$ cat config.mk
export PLATFORM = sky130hd
export DESIGN_NAME = msna_next_address
export DESIGN_NICKNAME = d
export VERILOG_FILES = /design/src/logic/msna_pkg.sv /design/src/logic/msna_next_address.sv
export SDC_FILE = /design/constraint.sdc
export NUM_CORES = 1
export LEC_CHECK = 0
export BUFFER_PORTS_ARGS = -buffer_cell sky130_fd_sc_hd__buf_2
export CORE_MARGIN = 2
export CORE_UTILIZATION = 63
export CTS_BUF_LIST = sky130_fd_sc_hd__clkbuf_4 sky130_fd_sc_hd__clkbuf_8
export CTS_CLUSTER_DIAMETER = 60
export DETAILED_ROUTE_END_ITERATION = 16
export HOLD_SLACK_MARGIN = 0.1
export PLACE_DENSITY = 0.83
export SYNTH_ARGS = -nofsm -noshare
export SYNTH_HDL_FRONTEND = slang
export SYNTH_SLANG_ARGS = --single-unit
$ cat constraint.sdc
create_clock -name sys_clk -period 5.52 [get_ports sys_clk]
set_input_delay 0.552 -clock sys_clk [delete_from_list [all_inputs] [get_ports sys_clk]]
set_output_delay 0.552 -clock sys_clk [all_outputs]
set_load 0.1 [all_outputs]
$ cat src/logic/msna_pkg.sv
// shared constants for the microsequencer next-address block
`default_nettype none

package msna_pkg;

    ////////////////////////////////////////////////////////////////////////////
    // widths
    localparam int ADDR_W      = 12;
    localparam int OPCODE_W    = 4;
    localparam int STACK_DEPTH = 8;

    ////////////////////////////////////////////////////////////////////////////
    // instruction codes handled by this block
    localparam logic [OPCODE_W-1:0] PUSH_LOAD_OP             = 4'h4;
    localparam logic [OPCODE_W-1:0] REPEAT_FROM_PIPELINE_OP  = 4'h9;
    localparam logic [OPCODE_W-1:0] COND_RETURN_OP           = 4'hA;
    localparam logic [OPCODE_W-1:0] COND_JUMP_POP_OP         = 4'hB;
    localparam logic [OPCODE_W-1:0] LOAD_COUNTER_CONTINUE_OP = 4'hC;
    localparam logic [OPCODE_W-1:0] END_OF_LOOP_OP           = 4'hD;
    localparam logic [OPCODE_W-1:0] CONTINUE_OP              = 4'hE;
    localparam logic [OPCODE_W-1:0] THREE_WAY_BRANCH_OP      = 4'hF;

    ////////////////////////////////////////////////////////////////////////////
    // values after reset and the unit address step
    localparam logic [ADDR_W-1:0] ADDR_RESET    = 12'h000;
    localparam logic [ADDR_W-1:0] PC_RESET      = 12'h001;
    localparam logic [ADDR_W-1:0] COUNTER_RESET = 12'h000;
    localparam logic [ADDR_W-1:0] ADDR_ONE      = 12'h001;

    ////////////////////////////////////////////////////////////////////////////
    // address source, stack action and counter action
    typedef enum logic [1:0] {
        SRC_PC,
        SRC_DATA,
        SRC_STACK
    } msna_src_t;

    typedef enum logic [1:0] {
        STK_HOLD,
        STK_PUSH,
        STK_POP
    } msna_stk_t;

    typedef enum logic [1:0] {
        CNT_HOLD,
        CNT_LOAD,
        CNT_DEC
    } msna_cnt_t;

endpackage

`default_nettype wire

$ cat src/logic/msna_next_address.sv
// next-address selection, stack and loop counter of the microsequencer
`default_nettype none

// Notes on behaviour
// - repeat: counter nonzero takes data, else counter
// - repeat never touches stack or pointer
// - cond return: pass pops stack top, fail counter
// - jump-pop: pass takes data and pops
// - jump-pop fail: counter address, stack untouched
// - load counter from data, continue sequentially
// - end-of-loop fail: stack top, no pop
// - end-of-loop pass: continue sequentially and pop
// - pointer always marks one past the top entry still on the stack
// - continue: microprogram counter as next address
// - three-way pass: counter address, pop, any count
// - three-way fail nonzero: stack top, decrement
// - three-way fail zero: pop, take data
// - enable high forces a passed test
// - fail only when enable low, condition high
module msna_next_address
    import msna_pkg::*;
#(
    parameter int ADDR_WIDTH = ADDR_W,
    parameter int DEPTH      = STACK_DEPTH
) (
    input  wire logic                  sys_clk,
    input  wire logic                  rst_n,
    input  wire logic [OPCODE_W-1:0]   opcode,
    input  wire logic [ADDR_WIDTH-1:0] dataIn,
    input  wire logic                  cond_test_enable_n,
    input  wire logic                  cond_input_n,
    output var  logic [ADDR_WIDTH-1:0] nextAddr,
    output var  logic [ADDR_WIDTH-1:0] counterValue,
    output var  logic                  counterZero,
    output var  logic [$clog2(DEPTH+1)-1:0] stackLevel,
    output var  logic                  stackFull_n,
    output var  logic                  pipelineEnable_n
);

    localparam int PTR_W = $clog2(DEPTH + 1);
    localparam logic [PTR_W-1:0] PTR_EMPTY = '0;
    localparam logic [PTR_W-1:0] PTR_FULL  = PTR_W'(DEPTH);
    localparam logic [PTR_W-1:0] PTR_ONE   = PTR_W'(1);

    ////////////////////////////////////////////////////////////////////////////
    // state

    typedef struct packed {
        logic [ADDR_WIDTH-1:0]            yAddr;
        logic [ADDR_WIDTH-1:0]            pc;
        logic [ADDR_WIDTH-1:0]            counter;
        logic                             zero;
        logic [PTR_W-1:0]                 level;
        logic                             full_n;
        logic                             plEn_n;
        logic [DEPTH-1:0][ADDR_WIDTH-1:0] stack;
    } msna_state_t;

    msna_state_t state_q;
    msna_state_t state_d;

    ////////////////////////////////////////////////////////////////////////////
    // helpers

    function automatic logic testPassed(input logic enable_n, input logic cond_n);
        // enable high forces the pass; only an enabled high condition fails
        testPassed = enable_n || !cond_n;
    endfunction

    function automatic logic [ADDR_WIDTH-1:0] stackTop(
        input logic [DEPTH-1:0][ADDR_WIDTH-1:0] stk,
        input logic [PTR_W-1:0]                 lvl
    );
        logic [PTR_W-1:0] idx;
        idx = (lvl == PTR_EMPTY) ? PTR_EMPTY : lvl - PTR_ONE;
        // pointer marks one past the top entry still on the stack
        stackTop = stk[idx];
    endfunction

    ////////////////////////////////////////////////////////////////////////////
    // decode

    logic                  pass;
    logic                  cntZero;
    logic [ADDR_WIDTH-1:0] topWord;
    msna_src_t             src;
    msna_stk_t             stk;
    msna_cnt_t             cnt;

    always_comb begin
        pass    = testPassed(cond_test_enable_n, cond_input_n);
        cntZero = state_q.counter == '0;
        topWord = stackTop(state_q.stack, state_q.level);
        src     = SRC_PC;
        stk     = STK_HOLD;
        cnt     = CNT_HOLD;
        unique case (opcode)
            PUSH_LOAD_OP: begin
                // needed so loops can seed the stack; load only on pass
                stk = STK_PUSH;
                cnt = pass ? CNT_LOAD : CNT_HOLD;
            end
            REPEAT_FROM_PIPELINE_OP: begin
                // stack left alone on either branch
                src = cntZero ? SRC_PC : SRC_DATA;
                cnt = cntZero ? CNT_HOLD : CNT_DEC;
            end
            COND_RETURN_OP: begin
                src = pass ? SRC_STACK : SRC_PC;
                stk = pass ? STK_POP : STK_HOLD;
            end
            COND_JUMP_POP_OP: begin
                src = pass ? SRC_DATA : SRC_PC;
                stk = pass ? STK_POP : STK_HOLD;
            end
            LOAD_COUNTER_CONTINUE_OP: begin
                src = SRC_PC;
                cnt = CNT_LOAD;
            end
            END_OF_LOOP_OP: begin
                src = pass ? SRC_PC : SRC_STACK;
                stk = pass ? STK_POP : STK_HOLD;
            end
            CONTINUE_OP: begin
                src = SRC_PC;
            end
            THREE_WAY_BRANCH_OP: begin
                if (pass) begin
                    // the external test overrides the counter
                    src = SRC_PC;
                    stk = STK_POP;
                    cnt = cntZero ? CNT_HOLD : CNT_DEC;
                end else if (!cntZero) begin
                    src = SRC_STACK;
                    cnt = CNT_DEC;
                end else begin
                    src = SRC_DATA;
                    stk = STK_POP;
                end
            end
            default: begin
                // codes outside this block fall back to sequential flow
                src = SRC_PC;
            end
        endcase
    end

    ////////////////////////////////////////////////////////////////////////////
    // next state

    logic [ADDR_WIDTH-1:0] selAddr;

    always_comb begin
        state_d = state_q;
        unique case (src)
            SRC_DATA:  selAddr = dataIn;
            SRC_STACK: selAddr = topWord;
            SRC_PC:    selAddr = state_q.pc;
            default:   selAddr = state_q.pc;
        endcase
        state_d.yAddr  = selAddr;
        state_d.pc     = selAddr + ADDR_ONE;
        state_d.plEn_n = 1'b0;

        unique case (cnt)
            CNT_LOAD: state_d.counter = dataIn;
            CNT_DEC:  state_d.counter = state_q.counter - ADDR_ONE;
            CNT_HOLD: state_d.counter = state_q.counter;
            default:  state_d.counter = state_q.counter;
        endcase
        state_d.zero = state_d.counter == '0;

        // push writes one past the top and the pointer follows it, so the
        // pointer keeps naming the slot after the newest entry; a push on a full stack is
        // dropped rather than overwriting the oldest return address
        unique case (stk)
            STK_PUSH: begin
                if (state_q.level != PTR_FULL) begin
                    state_d.stack[state_q.level] = state_q.pc;
                    state_d.level = state_q.level + PTR_ONE;
                end
            end
            STK_POP: begin
                // popping an empty stack leaves it empty
                if (state_q.level != PTR_EMPTY) begin
                    state_d.level = state_q.level - PTR_ONE;
                end
            end
            STK_HOLD: begin
                state_d.level = state_q.level;
            end
            default: begin
                state_d.level = state_q.level;
            end
        endcase
        state_d.full_n = state_d.level != PTR_FULL;
    end

    ////////////////////////////////////////////////////////////////////////////
    // registers

    always_ff @(posedge sys_clk) begin
        if (!rst_n) begin
            state_q.yAddr   <= ADDR_RESET;
            state_q.pc      <= PC_RESET;
            state_q.counter <= COUNTER_RESET;
            state_q.zero    <= 1'b1;
            state_q.level   <= PTR_EMPTY;
            state_q.full_n  <= 1'b1;
            state_q.plEn_n  <= 1'b1;
            state_q.stack   <= '0;
        end else begin
            state_q <= state_d;
        end
    end

    ////////////////////////////////////////////////////////////////////////////
    // outputs, all straight from the state register

    assign nextAddr         = state_q.yAddr;
    assign counterValue     = state_q.counter;
    assign counterZero      = state_q.zero;
    assign stackLevel       = state_q.level;
    assign stackFull_n      = state_q.full_n;
    assign pipelineEnable_n = state_q.plEn_n;

endmodule

`default_nettype wire

== After elaboration in Yosys (flattened, before gate mapping) ==
Index checks and enable logic that the tools add are counted.
Word-level totals
  register bits after elaboration: 139
  latch bits: 0
  RAM bits: 0
  ROM bits: 0
  input port bits: 20
  output and inout bits: 31
  logic and storage cells: 73
  memories: 0
Cells by class
  add/subtract/negate cells: 4
  $mul: 0
  divide/modulo/power cells: 0
  order comparisons: 3
  equal/unequal tests: 15
  shift-type cells: 0
  mux-type cells: 26
  bitwise gates (word level): 0
  reduce and logical (&&, ||, !) cells: 10
Operators with widths (count)
  $mux 96: 2
  $mux 97: 1
  $bwmux 96: 1
  $pmux 12 s2: 2
  $bmux 12 s3: 1
  $demux 12 s3: 1
  $eq 4x4->1 const B: 6
  $logic_not 12->1: 2
  $mux 12: 2
  $mux 2: 7
  $add 12x1->12 const B: 1
  $mux 4: 3
  $pmux 2 s3: 2
  $sub 12x1->12 const B: 1
  $pmux 2 s5: 1
  $lt 4x4->1 const B: 2
  $ne 4x4->1 const B: 2
  $pmux 4 s2: 1
  $eq 2x1->1 const B: 3
  $eq 2x2->1 const B: 3
  $add 4x1->4 const B: 1
  $eq 4x3->1 const B: 1
  $ge 4x1->1 const B: 1
  $logic_not 4->1: 1
  9 further kinds: 10

== Longest topological paths before layout ==
  word-level depth: 8
  gate-level depth with buffers: 19
  mapped depth without buffers: 18

== Least setup slack after synthesis ==
OpenSTA, ideal clock, no wires.
  path kind: reg-to-reg
  start: register state_q, in the netlist counterValue[4]
  end: register state_q[125] (netlist name)
  library setup time: 123 ps
  arrival: 4014 ps
  required time: 5397 ps
  setup slack: 1382 ps
  stages on the path, launching flop included: 17
  buffers on the path: 1
  clock period less this slack: 4138 ps
  cell sequence: dfxtp_1 or4_1 clkbuf_1 nor4_1 nand2b_1 nor4b_1 nand2_1 a41oi_1 nand2b_1 ha_1 nand2b_1 nor3_1 o21a_1 a211oi_2 a2111oi_4 nand4_1 mux2_1
Between the ends
  word-level cells in the longest chain between the ends: 7
  elaborated cells on any way between the ends: 9
  those cells by class: add/sub (1); eq/ne (2); mux (5); reduce/logical (1)
Ends and longest elaborated chain
  from (decl): line msna_next_address.sv:59  | msna_state_t state_q;
  from (signal assigned): line msna_next_address.sv:213  | state_q <= state_d;
  $logic_not 12->1 *: line msna_next_address.sv:92  | cntZero = state_q.counter == '0;
  $mux 2: line msna_next_address.sv:133  | end else if (!cntZero) begin
  $mux 2: line msna_next_address.sv:128  | if (pass) begin
  $pmux 2 s5 *: line msna_next_address.sv:97  | unique case (opcode)
  $eq 2x2->1 / $eq 2x1->1 (equally long branches): line msna_next_address.sv:155  | unique case (src)
  $pmux 12 s2 *: line msna_next_address.sv:155
  $add 12x1->12 *: line msna_next_address.sv:162  | state_d.pc = selAddr + ADDR_ONE;
Every way passes the cells marked *; elsewhere a longest branch is shown, timed or not.
A chain may end at the register's enable or synchronous reset.

== Final worst setup path ==
Ends and elaborated chain as after synthesis.

==> insert_results.sql <==
INSERT INTO impl_metrics (metric_group, metric, value, unit) VALUES
('outcome', 'status', 'completed', ''),
('timing', 'timing.final.hold_violations', '0', ''),
('global_route', 'grt_util_all_layers', '0.3149', ''),
('timing', 'clock_skew', '0.009308', 'ns'),
('timing', 'final_min_period_over_clock_period', '0.9000', ''),
('pwr', 'p_per_area', '295.9', 'mW/mm^2'),
('critical_path', 'setup.worst_path.end_class', 'flop', ''),
('critical_path', 'timing.setup.critical_path_class', 'flop to flop', ''),
('clock_network', 'clock-root-buffer', 'clkbuf_8', ''),
('die', 'die_y', '110.3', 'um'),
('pwr', 'max-vdd-ir-drop', '0.0002136', 'V'),
('die', 'rows', '38', ''),
('pwr', 'total_leakage_power', '3.021', 'nW'),
('place', 'placement.io_buffers', '50', ''),
('place', 'dp_hpwl', '12.82', 'mm'),
('global_route', 'grt_max_degree', '64', ''),
('synthesis', 'postSynthNetCount', '891', ''),
('final_layout', 'post_route_cells_drive_above_1_share', '0.1318', ''),
('final_layout', 'insertedDiodeCount', '0', ''),
('run', 'max-cap-violations', '0', ''),
('critical_path', 'crit_required', '5.86', 'ns'),
('timing', 'setup_viol_count_final', '0', ''),
('hold_path', 'worst_min_delay_path_class', 'input port to flop', ''),
('synthesis', 'number_of_synthesized_flops_with_an_enable_pin', '0', ''),
('die', 'pin_count', '51', ''),
('clock_network', 'deepest_clock_path_buffer_count', '2', ''),
('die', 'floorplan.initialDensity', '0.6507', ''),
('final_layout', 'final_cell_count_no_fill', '990', ''),
('synthesis', 'synth_warnings', '0', ''),
('clock_network', 'clock_tree_from_tritoncts', 'built', ''),
('global_route', 'grt_pass1_vias', '5660', ''),
('synthesis', 'post_synth_main_area_contributors', 'dfxtp_1 39%, mux2i_1 9.6%, nand2_1 7.3%, nor2_1 5.2%, a21oi_1 4.4%', ''),
('synthesis', 'synth_cells', '858', ''),
('critical_path', 'cp_num_buf_inv', '0', ''),
('critical_path', 'max_stage_delay', '0.63', 'ns'),
('clock_network', 'clock_sinks', '139', ''),
('place', 'post-place-cells', '959', ''),
('synthesis', 'synth_seq_area_share', '0.3911', ''),
('synthesis', 'number_of_different_library_cells_in_the_post_synthesis_netlist', '65', ''),
('final_layout', 'regArea', '0.002783', 'sq mm'),
('critical_path', 'timing.critical_path.arrival', '5.31', 'ns'),
('routing', 'dr_total_vias', '6192', ''),
('clock_network', 'cts_inserted_buffers', '17', ''),
('timing', 'setup-tns-final', '0', 'ns'),
('routing', 'dr.first_iter.drc_count', '740', ''),
('critical_path', 'critical_path.slowest_cell', 'or4_1', ''),
('global_route', 'grt_first_pass_wirelength', '28.79', 'mm'),
('die', 'die_x', '110.3', 'um'),
('timing', 'final.min_clock_period', '4.968', 'ns'),
('clock_network', 'clk_latency', '0.45', 'ns'),
('synthesis', 'number_of_flip_flops_and_latches_in_the_synthesized_netlist', '139', ''),
('timing', 'grt_setup_unrepaired', 'no', ''),
('final_layout', 'area_delta_synth_final', '5.592', '%'),
('final_layout', 'final.fill_count', '873', ''),
('timing', 'max_slew.worst_pin.slew', '1.171', 'ns'),
('routing', 'drt-pass1-iter-count', '7', ''),
('global_route', 'antenna_found_initial', '0', ''),
('synthesis', 'synth_area_leader_cell', 'dfxtp_1', ''),
('timing', 'finalMaxSlewViolations', '0', ''),
('clock_network', 'path_clk_slew', '0.08', 'ns'),
('routing', 'wirelength', '18.60', 'mm'),
('synthesis', 'netlist_top_cells_count', '139 x dfxtp_1, 139 x nand2_1, 98 x nor2_1', ''),
('critical_path', 'cpLargestDelayFamily', 'simple AND/OR/NAND/NOR gates', ''),
('clock_network', 'postCtsHoldBufs', '0', ''),
('die', 'die_area', '0.01216', 'sq mm'),
('timing', 'achievable-frequency', '0.2013', 'GHz'),
('synthesis', 'synth_top_flop_cell', 'dfxtp_1', ''),
('clock_network', 'cts_repair_resize_count', '0', ''),
('routing', 'via_per_inst', '6.255', ''),
('synthesis', 'post_synth_instance_area', '0.007116', 'sq mm'),
('place', 'gpl.final_weighted_congestion', '0.9576', '');
## cells in the final DEF (no fill, tap or decap), types with 6 or more instances in the layout
master / count
nor2_1: 98
and2_1: 18
nand3_1: 7
buf_2: 50
a221oi_1: 6
a21oi_1: 62
inv_1: 22
a211oi_1: 6
mux4_2: 8
nand2b_1: 20
nor3_1: 11
and3_1: 9
mux2i_1: 68
o21ai_0: 19
dfxtp_1: 139
a31oi_1: 6
nand4_1: 11
ha_1: 13
nand2_1: 139
o21a_1: 6
o221ai_1: 6
nor2b_1: 6
clkbuf_8: 20
## stage by stage
stage	area [sq um]	hold slack [ns]	utilization	setup WS, ns	power [mW]
floorplan	7116	0.4315	-	1.382	1.339
global placement	7111	0.4384	0.6502	1.011	1.393
detailed placement	7111	0.4474	0.6502	0.6422	1.398
CTS	7513	0.4034	0.6871	0.5816	2.223
global route	7513	0.4604	0.6871	0.2039	2.292
finish	7513	0.4304	0.6871	0.5520	2.223
## area by class of cell
class                   instances  share of cell area
clock buffers                  22             0.03863
clock inverters                 9             0.01499
inverters                      24             0.01216
multi-input cells             601              0.5022
flip-flops and latches        139              0.3704
well taps                     140             0.02331
repair buffers                 55             0.03830
## where the power goes
| part | total (mW) | switching, mW | internal (mW) | leakage, nW |
|---|---|---|---|---|
| sequential | 1.05 | 0.0305 | 1.02 | 1.12 |
| clock | 0.840 | 0.393 | 0.447 | 0.195 |
| combinational | 0.331 | 0.240 | 0.0919 | 1.70 |
| total | 2.22 | 0.663 | 1.56 | 3.02 |
## routing by layer
| layer | GRT usage | vias to the layer above | part of all wire |
|---|---|---|---|
| met5 | 0 | - | 0 |
| met4 | 0.1482 | 0 | 0.032 |
| li1 | - | 2874 | - |
| met1 | 0.4011 | 2951 | 0.42 |
| met3 | 0.06878 | 55 | 0.085 |
| met2 | 0.5092 | 312 | 0.46 |
## worst reg2reg max path: stages, from the launching register on
cell,delay (ns)
dfxtp_1,0.34
or4_1,0.63
nor4_1,0.42
nand2b_1,0.17
nor4b_1,0.49
nand2_1,0.17
a41oi_1,0.24
nand2b_1,0.15
ha_1,0.24
nand2b_1,0.29
nor3_1,0.40
o21a_1,0.20
a211oi_2,0.08
a2111oi_4,0.50
nand4_1,0.19
mux2_1,0.34
## worst paths after layout
kind | depth (start not counted) | start | slack [ns] | to
setup / recovery | 15 | counterValue[4] | 0.55 | state_q[125]
hold / removal | 3 | dataIn[3] | 0.43 | counterValue[3]
setup reg to reg | 15 | counterValue[4] | 0.55 | state_q[125]
hold reg to reg | 2 | flop | 0.46 | flop
## kinds of logic after synthesis
group | share of synthesized area
AOI/OAI and AO/OA | 0.1384
xor gates and xnor gates | 0.008616
adders and majority gates | 0.02286
buffers and inverters | 0.08159
DFF | 0.3911
muxes | 0.1257
and+or+nand+nor | 0.2318
Power figures use the tool's default switching activity.
